<file path="config.mk">
export PLATFORM = sky130hd
export DESIGN_NAME = uptu_regs
export DESIGN_NICKNAME = d
export VERILOG_FILES = /design/src/hdl/uptu_pkg.sv /design/src/hdl/uptu_regs.sv /design/src/hdl/uptu_irq_pulse.sv /design/src/hdl/uptu_line_pattern.sv
export SDC_FILE = /design/constraint.sdc
export NUM_CORES = 1
export LEC_CHECK = 0
export ABC_AREA = 1
export BUFFER_PORTS_ARGS = -buffer_cell sky130_fd_sc_hd__buf_2
export CAP_MARGIN = 25
export CORE_MARGIN = 10
export CORE_UTILIZATION = 45
export CTS_BUF_LIST = sky130_fd_sc_hd__clkbuf_4 sky130_fd_sc_hd__clkbuf_8
export CTS_CLUSTER_SIZE = 16
export DETAILED_ROUTE_END_ITERATION = 7
export PLACE_DENSITY_LB_ADDON = 0.08
export REMOVE_ABC_BUFFERS = 1
export SYNTH_ARGS = -nofsm -noshare
export SYNTH_HDL_FRONTEND = slang
export SYNTH_SLANG_ARGS = --single-unit
</file>
<file path="constraint.sdc">
create_clock -name core_clk_in -period 6.3 [get_ports core_clk_in]
set_input_delay 1.26 -clock core_clk_in [delete_from_list [all_inputs] [get_ports core_clk_in]]
set_output_delay 1.26 -clock core_clk_in [all_outputs]
set_load 0.02 [all_outputs]
</file>
<file path="src/hdl/uptu_pkg.sv">
// package for the peripheral unlock, interrupt pulse width and line test block
// holds register offsets, reset values, field positions and timing figures
package uptu_pkg;

  // ****************************************************************
  // register bus
  // ****************************************************************
  localparam int unsigned ADDR_W = 12;
  localparam int unsigned DATA_W = 16;

  localparam logic [ADDR_W-1:0] OFS_UNLOCK_KEY  = 12'h27c;
  localparam logic [ADDR_W-1:0] OFS_IRQ_WIDTH   = 12'h280;
  localparam logic [ADDR_W-1:0] OFS_LINE_TEST   = 12'h284;
  localparam logic [ADDR_W-1:0] OFS_LOCK_STATUS = 12'h288;

  localparam logic [DATA_W-1:0] UNLOCK_KEY_VALUE = 16'haa37;
  localparam logic [DATA_W-1:0] IRQ_WIDTH_RESET  = 16'h001e;
  localparam logic [7:0]        LINE_TEST_RESET  = 8'h00;
  localparam logic [DATA_W-1:0] READ_ZERO        = 16'h0000;

  // ****************************************************************
  // line test fields
  // ****************************************************************
  localparam int unsigned TB_QUIET_NAK  = 0;
  localparam int unsigned TB_DRIVE_J    = 1;
  localparam int unsigned TB_DRIVE_K    = 2;
  localparam int unsigned TB_RANDOM     = 3;
  localparam int unsigned TB_LOCK_FS    = 4;
  localparam int unsigned TB_LOCK_HS    = 7;
  localparam int unsigned TEST_W        = 8;
  // bits that survive a usb bus reset
  localparam logic [7:0]  BUS_RESET_KEEP = 8'h90;

  localparam int unsigned LOCK_STATUS_BIT = 0;

  // ****************************************************************
  // pattern generator
  // ****************************************************************
  localparam int unsigned    RANDOM_TOGGLE_TEST_W    = 7;
  localparam logic [6:0]     RANDOM_TOGGLE_TEST_SEED = 7'h7f;

  // ****************************************************************
  // timing
  // ****************************************************************
  localparam real  CLK_PERIOD_NS      = 40.0;
  localparam real  IRQ_MIN_PULSE_NS   = 3.33;
  // least time rounds up, never below one cycle
  localparam int unsigned IRQ_MIN_CYCLES_RAW =
    int'($ceil(IRQ_MIN_PULSE_NS / CLK_PERIOD_NS));
  localparam int unsigned IRQ_MIN_CYCLES =
    (IRQ_MIN_CYCLES_RAW < 1) ? 1 : IRQ_MIN_CYCLES_RAW;

endpackage

</file>
<file path="src/hdl/uptu_regs.sv">
// unlock key, interrupt pulse width and line test registers of the
// peripheral controller, with the line override they steer
// assumes a single-cycle strobe register port and a transceiver that
// takes the line override in place of its own drive
//
// Behaviour
// - resume locks writes until key aa37 written
// - pulse mode width set by width register
// - width one gives the shortest pulse
// - width register resets to 001e
// - high-speed lock disables chirp detection
// - full-speed lock disables chirp detection
// - random test toggles lines in fixed pattern
// - k bit holds lines in k state
// - j bit holds lines in j state
// - quiet bit holds high-speed idle state
// - quiet test answers high-speed in with nak
//
// Chosen here: the strobed register port.
`timescale 1ns/1ps
`default_nettype none

module uptu_regs
  import uptu_pkg::*;
(
  input  wire logic                       core_clk_in,
  input  wire logic                       rst_in,
  // register port
  input  wire logic [uptu_pkg::ADDR_W-1:0] reg_addr_in,
  input  wire logic [uptu_pkg::DATA_W-1:0] reg_wdata_in,
  input  wire logic                       reg_wr_in,
  input  wire logic                       reg_rd_in,
  output logic [uptu_pkg::DATA_W-1:0]      reg_rdata_out,
  // device events
  input  wire logic                       resume_in,
  input  wire logic                       usb_bus_reset_in,
  input  wire logic                       irq_pulse_mode_in,
  input  wire logic                       irq_req_in,
  output logic                            irq_out,
  output logic                            regs_writable_out,
  // speed control
  output logic                            lock_high_speed_out,
  output logic                            lock_full_speed_out,
  output logic                            chirp_detect_en_out,
  // transceiver normal drive
  input  wire logic                       xcvr_dp_in,
  input  wire logic                       xcvr_dm_in,
  input  wire logic                       xcvr_oe_in,
  // line pins
  output logic                            line_dp_out,
  output logic                            line_dm_out,
  output logic                            line_oe_out,
  output logic                            line_hs_idle_out,
  // high-speed token path
  input  wire logic                       hs_in_token_in,
  output logic                            force_nak_out,
  output logic                            hs_quiet_nak_test_out
);

  // ****************************************************************
  // address decode
  // ****************************************************************
  function automatic logic hit(input logic [ADDR_W-1:0] a,
                               input logic [ADDR_W-1:0] ofs);
    hit = (a == ofs);
  endfunction

  logic wr_key;
  logic wr_width;
  logic wr_test;
  logic rd_width;
  logic rd_test;
  logic rd_status;

  assign wr_key    = reg_wr_in && hit(reg_addr_in, OFS_UNLOCK_KEY);
  assign wr_width  = reg_wr_in && hit(reg_addr_in, OFS_IRQ_WIDTH);
  assign wr_test   = reg_wr_in && hit(reg_addr_in, OFS_LINE_TEST);
  assign rd_width  = reg_rd_in && hit(reg_addr_in, OFS_IRQ_WIDTH);
  assign rd_test   = reg_rd_in && hit(reg_addr_in, OFS_LINE_TEST);
  assign rd_status = reg_rd_in && hit(reg_addr_in, OFS_LOCK_STATUS);

  // ****************************************************************
  // write lock
  // ****************************************************************
  logic locked_reg;
  logic locked_next;

  always_comb
  begin
    locked_next = locked_reg;
    // a resume in the same cycle as the key write wins: the key must come after
    if (wr_key && (reg_wdata_in == UNLOCK_KEY_VALUE))
      locked_next = 1'b0;
    if (resume_in)
      locked_next = 1'b1;
  end

  always_ff @(posedge core_clk_in or posedge rst_in)
  begin
    if (rst_in)
      locked_reg <= 1'b0;
    else
      locked_reg <= locked_next;
  end

  assign regs_writable_out = !locked_reg;

  // ****************************************************************
  // interrupt pulse width
  // ****************************************************************
  logic [DATA_W-1:0] irq_width_count_reg;
  logic [DATA_W-1:0] irq_width_count_next;

  always_comb
  begin
    irq_width_count_next = irq_width_count_reg;
    if (wr_width && !locked_reg)
      irq_width_count_next = reg_wdata_in;
  end

  always_ff @(posedge core_clk_in or posedge rst_in)
  begin
    if (rst_in)
      irq_width_count_reg <= IRQ_WIDTH_RESET;
    else
      irq_width_count_reg <= irq_width_count_next;
  end

  // counts in core clock cycles; a value of one is one clock, the shortest
  // pulse this clock can make, so sub-cycle widths round up
  uptu_irq_pulse #(
    .WIDTH_W       (DATA_W)
  ) u_irq_pulse (
    .clk_in        (core_clk_in),
    .rst_in        (rst_in),
    .pulse_mode_in (irq_pulse_mode_in),
    .irq_req_in    (irq_req_in),
    .width_in      (irq_width_count_reg),
    .irq_out       (irq_out)
  );

  // ****************************************************************
  // line test register
  // ****************************************************************
  logic [TEST_W-1:0] test_reg;
  logic [TEST_W-1:0] test_next;

  always_comb
  begin
    test_next = test_reg;
    if (usb_bus_reset_in)
      test_next = test_reg & BUS_RESET_KEEP;
    // reserved bits are stored as written; software keeps them zero
    // only one bit set at a time is software's duty, not checked here
    if (wr_test && !locked_reg)
      test_next = reg_wdata_in[TEST_W-1:0];
  end

  always_ff @(posedge core_clk_in or posedge rst_in)
  begin
    if (rst_in)
      test_reg <= LINE_TEST_RESET;
    else
      test_reg <= test_next;
  end

  // ****************************************************************
  // speed locks
  // ****************************************************************
  assign lock_high_speed_out = test_reg[TB_LOCK_HS];
  assign lock_full_speed_out = test_reg[TB_LOCK_FS];
  assign chirp_detect_en_out =
    !(test_reg[TB_LOCK_HS] || test_reg[TB_LOCK_FS]);

  // ****************************************************************
  // line override
  // ****************************************************************
  logic random_bit;

  uptu_line_pattern u_line_pattern (
    .clk_in    (core_clk_in),
    .rst_in    (rst_in),
    .enable_in (test_reg[TB_RANDOM]),
    .bit_out   (random_bit)
  );

  logic dp_next;
  logic dm_next;
  logic oe_next;
  logic idle_next;
  logic dp_reg;
  logic dm_reg;
  logic oe_reg;
  logic idle_reg;

  // priority only matters if software breaks the one-bit convention
  always_comb
  begin
    dp_next   = xcvr_dp_in;
    dm_next   = xcvr_dm_in;
    oe_next   = xcvr_oe_in;
    idle_next = 1'b0;
    if (test_reg[TB_QUIET_NAK])
    begin
      dp_next   = 1'b0;
      dm_next   = 1'b0;
      oe_next   = 1'b1;
      idle_next = 1'b1;
    end
    else if (test_reg[TB_DRIVE_J])
    begin
      dp_next = 1'b1;
      dm_next = 1'b0;
      oe_next = 1'b1;
    end
    else if (test_reg[TB_DRIVE_K])
    begin
      dp_next = 1'b0;
      dm_next = 1'b1;
      oe_next = 1'b1;
    end
    else if (test_reg[TB_RANDOM])
    begin
      dp_next = random_bit;
      dm_next = !random_bit;
      oe_next = 1'b1;
    end
  end

  always_ff @(posedge core_clk_in or posedge rst_in)
  begin
    if (rst_in)
    begin
      dp_reg   <= 1'b0;
      dm_reg   <= 1'b0;
      oe_reg   <= 1'b0;
      idle_reg <= 1'b0;
    end
    else
    begin
      dp_reg   <= dp_next;
      dm_reg   <= dm_next;
      oe_reg   <= oe_next;
      idle_reg <= idle_next;
    end
  end

  assign line_dp_out      = dp_reg;
  assign line_dm_out      = dm_reg;
  assign line_oe_out      = oe_reg;
  assign line_hs_idle_out = idle_reg;

  // ****************************************************************
  // nak-only answer
  // ****************************************************************
  assign hs_quiet_nak_test_out = test_reg[TB_QUIET_NAK];
  assign force_nak_out = test_reg[TB_QUIET_NAK] && hs_in_token_in;

  // ****************************************************************
  // read data, one cycle after the strobe
  // ****************************************************************
  logic [DATA_W-1:0] rdata_reg;
  logic [DATA_W-1:0] rdata_next;

  always_comb
  begin
    rdata_next = READ_ZERO;
    // the key register is write only and reads as zero
    if (rd_width)
      rdata_next = irq_width_count_reg;
    else if (rd_test)
      rdata_next = {{(DATA_W-TEST_W){1'b0}}, test_reg};
    else if (rd_status)
    begin
      rdata_next = READ_ZERO;
      rdata_next[LOCK_STATUS_BIT] = locked_reg;
    end
  end

  always_ff @(posedge core_clk_in or posedge rst_in)
  begin
    if (rst_in)
      rdata_reg <= READ_ZERO;
    else
      rdata_reg <= rdata_next;
  end

  assign reg_rdata_out = rdata_reg;

endmodule

`default_nettype wire

</file>
<file path="src/hdl/uptu_irq_pulse.sv">
// interrupt output shaper: level mode follows the request, pulse mode
// stretches each rising request to a programmed number of clock cycles
// assumes all inputs synchronous to clk_in
`timescale 1ns/1ps
`default_nettype none

module uptu_irq_pulse
  import uptu_pkg::*;
#(
  parameter int unsigned WIDTH_W = 16
)
(
  input  wire logic               clk_in,
  input  wire logic               rst_in,
  input  wire logic               pulse_mode_in,
  input  wire logic               irq_req_in,
  input  wire logic [WIDTH_W-1:0] width_in,
  output logic                    irq_out
);

  logic [WIDTH_W-1:0] count_reg;
  logic [WIDTH_W-1:0] count_next;
  logic               req_d_reg;
  logic               req_d_next;
  logic               irq_reg;
  logic               irq_next;

  always_comb
  begin
    req_d_next = irq_req_in;
    count_next = count_reg;
    irq_next   = irq_reg;
    if (!pulse_mode_in)
    begin
      count_next = '0;
      irq_next   = irq_req_in;
    end
    else if (irq_req_in && !req_d_reg)
    begin
      // a zero width still gives the shortest pulse the clock allows
      count_next = (width_in < WIDTH_W'(IRQ_MIN_CYCLES)) ?
                   WIDTH_W'(IRQ_MIN_CYCLES) : width_in;
      irq_next   = 1'b1;
      count_next = count_next - WIDTH_W'(1);
    end
    else if (count_reg != '0)
    begin
      count_next = count_reg - WIDTH_W'(1);
      irq_next   = 1'b1;
    end
    else
    begin
      irq_next = 1'b0;
    end
  end

  always_ff @(posedge clk_in or posedge rst_in)
  begin
    if (rst_in)
    begin
      count_reg <= '0;
      req_d_reg <= 1'b0;
      irq_reg   <= 1'b0;
    end
    else
    begin
      count_reg <= count_next;
      req_d_reg <= req_d_next;
      irq_reg   <= irq_next;
    end
  end

  assign irq_out = irq_reg;

endmodule

`default_nettype wire

</file>
<file path="src/hdl/uptu_line_pattern.sv">
// pseudo-random line pattern source, x^7 + x^6 + 1 sequence
// restarts from the seed whenever it is disabled so the pattern is fixed
`timescale 1ns/1ps
`default_nettype none

module uptu_line_pattern
  import uptu_pkg::*;
(
  input  wire logic clk_in,
  input  wire logic rst_in,
  input  wire logic enable_in,
  output logic      bit_out
);

  logic [RANDOM_TOGGLE_TEST_W-1:0] lfsr_reg;
  logic [RANDOM_TOGGLE_TEST_W-1:0] lfsr_next;

  always_comb
  begin
    if (enable_in)
      lfsr_next = {lfsr_reg[RANDOM_TOGGLE_TEST_W-2:0], lfsr_reg[RANDOM_TOGGLE_TEST_W-1] ^ lfsr_reg[RANDOM_TOGGLE_TEST_W-2]};
    else
      lfsr_next = RANDOM_TOGGLE_TEST_SEED;
  end

  always_ff @(posedge clk_in or posedge rst_in)
  begin
    if (rst_in)
      lfsr_reg <= RANDOM_TOGGLE_TEST_SEED;
    else
      lfsr_reg <= lfsr_next;
  end

  assign bit_out = lfsr_reg[RANDOM_TOGGLE_TEST_W-1];

endmodule

`default_nettype wire

</file>
==> impl_metrics.yaml, run 1 <==
die:
  ios: 67
  coreArea_um2: 7292
  die-area_um2: 11420
  start_util_pct: 46.55
  die_w_um: 106.9
  placementRows: 31
  chipHeight_um: 106.9
synthesis:
  synth_cells: 425
  netlist_top_cells_area: "dfrtp_1 (43%), dfstp_2 (8.5%), nand2_1 (8.5%)"
  synthFlopType: "dfrtp_1"
  netlist_top_cells_count: "nand2_1 (77), inv_1 (75), nor2_1 (70)"
  ys_ff_latch: 70
  synth-edff-count: 0
  yosysUniqueCellTypes: 32
  yosysTopAreaCell: "dfrtp_1"
  async_flop_share_pct: 100.0
  avgSynthCellArea_um2: 7.987
  synth.most_common_cell: "nand2_1"
  synth.top_cell.area_share_pct: 43.49
  syn_area_um2: 3395
  synth-seq-area-share_pct: 52.01
  yosys_warnings: 0
job:
  drv_cap: 0
final_layout:
  syn_to_final_growth_pct: 17.58
  drive_gt1_share_pct: 25.80
  multi_input_area_um2: 1290
  antenna-diode-count: 0
  utilization_pct: 54.74
  n_fill_cell: 744
  nets: 536
  instances_no_fill: 599
  regArea_um2: 1765
power:
  ir_drop_v: 0.0001137
  net-switching-power_uw: 267.6
  p_clk_share_pct: 36.5
  p_comb_share_pct: 12.7
  p_per_area_nw_per_um2: 231.4
  power.internal_uw: 656.2
  cellLeakagePower_uw: 0.002103
  switching_share_pct: 28.96
  seqPwrFrac_pct: 50.8
clock_network:
  path_clk_slew_ns: 0.08
  cts_resized: 0
  hold_buffers: 0
  clock-sinks: 70
  cts-root-buf: "clkbuf_8"
  clock_path_buffers: 2
  clk_latency_ns: 0.35
  numCtsBuffers: 9
  cts_tree: "built"
  post_cts_buffers: 0
  cts_max_level: 3
setup_path:
  path_cells: "buf_2 > nor2_1 > nand3_1 > nor2_1 > nand3_1 > o21ai_0 > inv_1"
  crit_start: "reg_addr_in[11]"
  worst_r2r_startpoint: "u_irq_pulse.req_d_reg"
  crit_slowest_cell: "nand3_1"
  cp.arrival_ns: 3.08
  critical_path_class: "input pin to flop"
  critPathMaxStageDelay_ns: 0.75
  end_kind: "flop"
  r2r_slack_ns: 4.14
  crit_fanout: 31
  cp.required_ns: 6.53
  start_kind: "input pin"
global_route:
  grt_pass1_vias: 2926
  grt_max_degree: 71
  antenna_found_initial: 0
  grt_overflow_total: 0
  grt_pass1_wl_um: 13920
  grtUsageTotal_pct: 15.11
sta:
  hold_viol: 0
  fin_crit_sh_pct: 45.26
  maxSlewHeadroom_pct: 34.31
  worst_slew_pin_slew_ns: 0.9827
  min_period_ns: 2.851
  layout_setup_ws_ns: 3.449
  fmax_ghz: 0.3507
  skew_ns: 0.008182
  slew_viol_final: 0
  rsz0062_at_grt: "false"
  setup_viol: 0
  tns_ns: 0
drt:
  via_per_inst: 4.793
  drt_iter0_markers: 114
  dr_wl_met2_um: 3379
  vias: 2871
  antenna_left: 0
  dr_wl_met3_um: 613
  wl_met1_um: 3932
  drt_wl_total_um: 8044
  highest_layer: "met4"
  firstDrtPassIters: 4
  wl_per_cell_um: 13.43
  drc: 0
placed_design:
  place_congestion: 0.9048
  dp_hpwl_um: 6128
  place_inst: 583
  io_buffers: 66
  pre_cts_ws_ns: 3.074
run_status:
  run_status: "completed"
min_path:
  hold_start: "test_reg[3]"
  hp-class: "flop to flop"
==> critical path: cells and delay by family <==
kind,cells,cell delay [ns]
AOI/OAI and AO/OA,1,0.43
and+or+nand+nor,4,1.22
buffers and inverters,2,0.16
==> final timing paths <==
kind	cells past startpoint	endpoint
max	7	irq_width_count_reg[9]
min	1	u_line_pattern.lfsr_reg[6]
max reg2reg	13	u_irq_pulse.count_reg[12]
min reg2reg	1	u_line_pattern.lfsr_reg[6]
max in group asynchronous	3	irq_width_count_reg[0]
min in group asynchronous	3	u_irq_pulse.count_reg[10]
==> per-stage QoR <==
step / hold WS (ns) / cell area (um^2) / total power (uW)
6_report: 0.4795 / 3991 / 923.8
5_1_grt: 0.5443 / 3991 / 974.5
4_1_cts: 0.4854 / 3991 / 934.2
3_5_place_dp: 0.4730 / 3810 / 595.7
3_3_place_gp: 0.4641 / 3810 / 595.7
2_1_floorplan: 0.4318 / 3348 / 556.2
==> power groups by stage <==
stage                     Sequential (uW)  Clock (uW)  Combinational [uW]
after floorplan                       477           0                78.9
after global placement                478           0                 118
after detailed placement              478           0                 118
after CTS                             469         347                 118
after global routing                  471         367                 136
final                                 470         337                 117
==> cell families after synthesis <==
| family | after synthesis | synth area share (%) |
|---|---|---|
| buffers and inverters | 86 | 9.989 |
| adders and majority gates | 1 | 0.3685 |
| and+or+nand+nor | 212 | 28.09 |
| DFF | 70 | 52.01 |
| muxes | 1 | 0.2949 |
| AOI/OAI and AO/OA | 55 | 9.251 |
==> area by class of cell <==
cell class	count	area share [%]
Tap cell	99	3.103
Clock inverter	6	1.097
Multi-Input combinational cell	269	32.32
Timing Repair Buffer	67	8.464
Sequential cell	70	44.23
Inverter	78	7.335
Clock buffer	10	3.448
==> metal layers <==
metal | vias to the layer above | global-route usage, %
li1 | 1472 | -
met1 | 1313 | 20.31
met2 | 76 | 21.73
met3 | 10 | 5.329
met4 | 0 | 5.803
met5 | - | 0
==> layout by cell type (no fill, tap or decap), drive strengths merged <==
cell | synthesis | layout
nand2 | 87 | 87
inv | 78 | 80
nor2 | 77 | 77
buf | 3 | 67
dfrtp | 59 | 59
o21ai | 32 | 32
nand3 | 15 | 15
o22ai | 12 | 12
dfstp | 11 | 11
clkbuf | 5 | 10
nand4 | 9 | 9
nor3 | 9 | 9
a21oi | 8 | 8
or2 | 7 | 7
nor4 | 5 | 5
clkinv | 0 | 3
nor3b | 2 | 2
a31oi | 2 | 2
mux2i | 1 | 1
a21boi | 1 | 1
nor4b | 1 | 1
ha | 1 | 1
clkinvlp | 0 | 1
Power figures use the tool's default switching activity.
==> run 2: changes to the inputs <==
Clock period 6.3 ns to 2.7 ns, I/O delays scaled along.
==> run 2 against run 1 <==
  * Setup slack got worse by 2.9 ns
  * Cell count grew 0.67%
  * Core utilization grew 1.4 points
  * Non-clock buffer count up 4
  * Sequential share of layout area decreased by 1.1 points
  * Sequential power grew 130%
  * First-iteration DRC count increased by 36%
  * Critical path depth is 6 higher
  * Die area unchanged
  * Final area grew 2.6%
  * Register-to-register slack lost 3.6 ns
==> impl_metrics.yaml, run 2 (synthesized netlist as in run 1, its figures left out) <==
drt:
  vias: 2879
  wl_met1_um: 3838
  wl_per_cell_um: 13.32
  highest_layer: "met4"
  drt_iter0_markers: 155
  drc: 0
  dr_wl_met2_um: 3555
  drt_wl_total_um: 8032
  dr_wl_met3_um: 553
  antenna_left: 0
  via_per_inst: 4.774
  firstDrtPassIters: 4
final_layout:
  syn_to_final_growth_pct: 20.60
  utilization_pct: 56.14
  final_common_cell: "nand2_1"
  nets: 540
  fin_area_um2: 4094
  antenna-diode-count: 0
  drive_gt1_share_pct: 26.39
  final_cell_mix: "nand2_1 (77), inv_1 (74), nor2_1 (70)"
setup_path:
  crit_fanout: 26
  path_delay_family: "simple AND/OR/NAND/NOR gates"
  start_kind: "flop"
  end_kind: "flop"
  crit_slowest_cell: "dfrtp_1"
  cp.required_ns: 2.94
  cp_num_buf_inv: 2
  critPathMaxStageDelay_ns: 0.42
  path_cells: "inv_2 > nand2_4 > nor2_1 > nand2_1 > nand2_1 > ha_1 > nand3_2 > inv_2 > nand2_2 > nor2_2 > nand2_1 > nor2_1 > nor2_1"
  critical_path_class: "flop to flop"
  cp.arrival_ns: 2.36
clock_network:
  cts-root-buf: "clkbuf_8"
  path_clk_slew_ns: 0.08
  hold_buffers: 0
  numCtsBuffers: 9
  cts_tree: "built"
  clock_path_buffers: 2
  cts_resized: 0
  clock-sinks: 70
  clk_latency_ns: 0.35
  post_cts_buffers: 0
  cts_max_level: 3
power:
  seqPwrFrac_pct: 45.8
  cellLeakagePower_uw: 0.002147
  p_clk_share_pct: 42.6
  net-switching-power_uw: 594.8
  p_comb_share_pct: 11.6
  ir_drop_v: 0.0003335
  p_per_area_nw_per_um2: 583.5
  switching_share_pct: 24.90
  power.internal_uw: 1794
die:
  die_w_um: 106.9
  coreArea_um2: 7292
  start_util_pct: 46.55
  chipHeight_um: 106.9
  placementRows: 31
  ios: 67
  die-area_um2: 11420
sta:
  min_period_ns: 2.116
  worst_slew_pin_slew_ns: 0.6376
  slew_viol_final: 0
  rsz0062_at_grt: "false"
  fin_crit_sh_pct: 78.36
  hold_viol: 0
  setup_viol: 0
  fmax_ghz: 0.4726
  maxSlewHeadroom_pct: 57.43
  tns_ns: 0
  skew_ns: 0.008160
global_route:
  grt_max_degree: 42
  grt_overflow_total: 0
  grtUsageTotal_pct: 15.07
  antenna_found_initial: 0
  grt_pass1_vias: 2980
  grt_pass1_wl_um: 13880
placed_design:
  placedInstanceArea_um2: 3852
  io_buffers: 66
  dp_hpwl_um: 6274
  place_congestion: 0.8912
run_status:
  run_status: "completed"
min_path:
  hp-class: "input pin to async pin"
job:
  drv_cap: 0
## run 2: layout make-up
| type | count | area, um^2 |
|---|---|---|
| Fill cell | 738 | 3198 |
| Sequential cell | 70 | 1765 |
| Multi-Input combinational cell | 269 | 1290 |
| Timing Repair Buffer | 71 | 380.4 |
| Inverter | 78 | 292.8 |
| Clock buffer | 10 | 131.4 |
| Tap cell | 99 | 123.9 |
| Clock inverter | 6 | 110.1 |
## run 2: layer usage
layer / GRT usage (%) / up-vias
li1: - / 1478
met1: 19.59 / 1321
met2: 22.83 / 71
met3: 5.569 / 9
met4: 4.642 / 0
met5: 0 / -
## run 2: metrics by stage
| step | instances | hold slack, ns | power (uW) | worst slack [ns] |
|---|---|---|---|---|
| CTS | 603 | 0.2900 | 2417 | 0.5693 |
| finish | 603 | 0.2721 | 2389 | 0.5843 |
| global route | 603 | 0.3163 | 2507 | 0.3065 |
| detailed placement | 587 | 0.4809 | 1391 | 0.3995 |
| global placement | 587 | 0.4648 | 1390 | 0.4603 |
| floorplan | 417 | 0.4318 | 1298 | 0.4100 |
## run 2: power by group through the flow
stage	sequential (uW)	clock, uW	combinational [uW]
2_1_floorplan	1110	0	184
4_1_cts	1090	1040	279
5_1_grt	1100	1090	317
6_report	1090	1020	277
3_5_place_dp	1110	0	278
3_3_place_gp	1110	0	276
## run 2: path summary, 6_finish.rpt
path                                       startpoint                    endpoint  slack [ns]  cells after the start
worst max register to register  u_irq_pulse.req_d_reg   u_irq_pulse.count_reg[12]        0.58                     13
worst max-delay path            u_irq_pulse.req_d_reg   u_irq_pulse.count_reg[12]        0.58                     13
min in group core_clk_in                    resume_in                  locked_reg        0.38                      3
max in group asynchronous                      rst_in  u_line_pattern.lfsr_reg[1]        1.73                      3
worst min register to register            test_reg[3]  u_line_pattern.lfsr_reg[6]        0.49                      1
worst min-delay path                           rst_in   u_irq_pulse.count_reg[13]        0.27                      2
==> run 3: changes to the inputs <==
Settings changed: ABC_AREA 1 to 0.
Clock period 2.7 ns to 1.93 ns, I/O delays scaled along.
==> run 3 against run 2 <==
  * Count of clock-buffer cells in the layout grew 1
  * The flow now finishes with violations (setup timing)
  * Area after synthesis shrank 3.8%
  * First-iteration DRC count grew 34%
  * Maximum frequency shrank 14%
  * Largest cell class unchanged
==> impl_metrics.yaml, run 3 <==
drt:
  drt_wl_total_um: 9200
  firstDrtPassIters: 4
  drc: 0
  antenna_left: 0
  drt_iter0_markers: 208
  wl_per_cell_um: 17.16
  via_per_inst: 5.149
  vias: 2760
setup_path:
  reg2reg_to: "u_irq_pulse.count_reg[0]"
  critical_path_class: "flop to flop"
  cp.required_ns: 2.19
  start_kind: "flop"
  cp.arrival_ns: 2.72
  crit_fanout: 3
  r2r_slack_ns: -0.53
  end_kind: "flop"
  worst_r2r_startpoint: "irq_width_count_reg[3]"
  ff2ff_path_depth: 15
global_route:
  antenna_found_initial: 0
  grt_max_degree: 71
  grt.busiest_layer: "met2"
  grtUsageTotal_pct: 16.70
  grt_pass1_wl_um: 14850
  grt_pass1_vias: 2905
  use_met2_pct: 26.78
  grt_overflow_total: 0
  grtUsageMet1_pct: 20.42
  use_met3_pct: 5.590
clock_network:
  clock_path_buffers: 2
  path_clk_slew_ns: 0.08
  clock-sinks: 70
  cts-root-buf: "clkbuf_8"
  numCtsBuffers: 9
  cts_tree: "built"
  cts_max_level: 3
  clk_latency_ns: 0.35
synthesis:
  synth_cells: 297
  avgSynthCellArea_um2: 10.99
  async_flop_share_pct: 100.0
  synth-edff-count: 0
  syn_area_um2: 3264
  synth.top_cell.area_share_pct: 45.23
  synth.most_common_cell: "dfrtp_1"
  netlist_top_cells_area: "dfrtp_1 (45%), dfstp_2 (8.9%), mux2_2 (7.9%)"
  yosysUniqueCellTypes: 47
  synthFlopType: "dfrtp_1"
  synth-seq-area-share_pct: 54.08
  netlist_top_cells_count: "dfrtp_1 (59), nor2_1 (29), mux2_2 (23)"
  yosysTopAreaCell: "dfrtp_1"
  ys_ff_latch: 70
  yosys_warnings: 0
sta:
  min_period_ns: 2.456
  skew_ns: 0.006445
  hold_viol: 0
  maxSlewHeadroom_pct: 66.61
  setup_viol: 11
  fin_crit_sh_pct: 127.2
  rsz0062_at_grt: "true"
  worst_slew_pin_slew_ns: 0.4939
  fmax_ghz: 0.4072
  slew_viol_final: 0
  tns_ns: -3.647
  layout_setup_ws_ns: -0.5258
  fin_hold_ws_ns: 0.09176
min_path:
  hp-class: "input pin to async pin"
power:
  p_per_area_nw_per_um2: 1111
  power.internal_uw: 3570
  switching_share_pct: 31.58
  p_comb_share_pct: 38.5
  seqPwrFrac_pct: 33.1
  ir_drop_v: 0.0007739
  power.total_uw: 5217
  net-switching-power_uw: 1648
  cellLeakagePower_uw: 0.002351
  p_clk_share_pct: 28.5
placed_design:
  io_buffers: 66
  place_congestion: 0.8039
  dp_hpwl_um: 6463
final_layout:
  nets: 476
  syn_to_final_growth_pct: 43.89
  utilization_pct: 68.01
  antenna-diode-count: 0
  n_fill_cell: 545
  final_cell_mix: "buf_2 (66), buf_4 (63), dfrtp_1 (59)"
  final_common_cell: "buf_2"
  drive_gt1_share_pct: 50.68
run_status:
  violations: "setup timing"
  run_status: "complete, but fails checks"
die:
  die-area_um2: 11060
  placementRows: 30
  chipHeight_um: 105.2
  start_util_pct: 47.26
  coreArea_um2: 6907
  die_w_um: 105.2
  ios: 67
job:
  drv_cap: 0
==> run 3: power groups by stage <==
| stage | clock network, uW | logic, uW | registers (uW) |
|---|---|---|---|
| 2_1_floorplan | 0 | 814 | 1730 |
| 3_3_place_gp | 0 | 1400 | 1740 |
| 3_5_place_dp | 0 | 1430 | 1740 |
| 4_1_cts | 1510 | 1680 | 1720 |
| 5_1_grt | 1580 | 2180 | 1740 |
| 6_report | 1490 | 2010 | 1730 |
==> run 3: final cells by class <==
type | instances | area (um^2) | area share (%)
Sequential cell | 70 | 1765 | 37.59
Multi-Input combinational cell | 204 | 1577 | 33.56
Timing Repair Buffer | 139 | 942.2 | 20.06
Clock buffer | 11 | 145.1 | 3.090
Tap cell | 96 | 120.1 | 2.557
Clock inverter | 5 | 106.4 | 2.264
Inverter | 11 | 41.29 | 0.8791
==> run 3: per-stage QoR <==
stage                     setup slack (ns)  cells  instance area, um^2
after floorplan                    -0.6624    285                 3212
final                              -0.5258    536                 4697
after CTS                          -0.4506    532                 4547
after global placement             -0.4565    504                 4115
after global routing               -0.6276    536                 4697
after detailed placement           -0.5283    504                 4115
==> run 3: worst max path at each step <==
stage                     slack, ns                        end              startpoint  cells after the start
after floorplan               -0.66  u_irq_pulse.count_reg[12]   u_irq_pulse.req_d_reg                      8
after global placement        -0.46  u_irq_pulse.count_reg[14]  irq_width_count_reg[4]                     11
after detailed placement      -0.53  u_irq_pulse.count_reg[12]  irq_width_count_reg[3]                     10
after CTS                     -0.45  u_irq_pulse.count_reg[14]  irq_width_count_reg[3]                     11
after global routing          -0.63  u_irq_pulse.count_reg[14]  irq_width_count_reg[3]                     11
final                         -0.53   u_irq_pulse.count_reg[0]  irq_width_count_reg[3]                     15
==> run 3: logic make-up (layout without fill, tap and decap cells) <==
logic type	after synthesis	in the layout	synth area share, %
flip-flops	70	70	54.08
XOR/XNOR	5	5	1.342
AND/OR/NAND/NOR	115	115	19.97
adder cells (fa/ha/maj)	1	1	0.3832
buffers and inverters	23	166	2.875
AO/OA/AOI/OAI	48	48	9.736
multiplexers	35	35	11.61
==> run 3: repair_timing <==
action / 4_1_cts / 5_1_grt
pin swaps: 6 / 16
gates resized for setup: 17 / 28
hold buffers: 0 / 0
endpoints found under the setup margin: 10 / 14
setup buffers: 12 / 4
==> run 3: worst max-delay path, cell delays in order (launching register included) <==
cell      delay, ns
dfstp_2        0.54
nor4_2         0.05
and4_4         0.17
a21oi_2        0.16
nor2_2         0.08
buf_4          0.14
buf_4          0.12
buf_4          0.12
buf_4          0.12
buf_4          0.12
buf_4          0.13
buf_4          0.12
buf_4          0.12
buf_4          0.12
buf_4          0.12
a211oi_1       0.15
==> run 3: layer usage <==
metal	wire length, um	up-vias
li1	-	1338
met1	4058	1346
met2	4596	60
met3	385	16
met4	160	0
met5	0	-
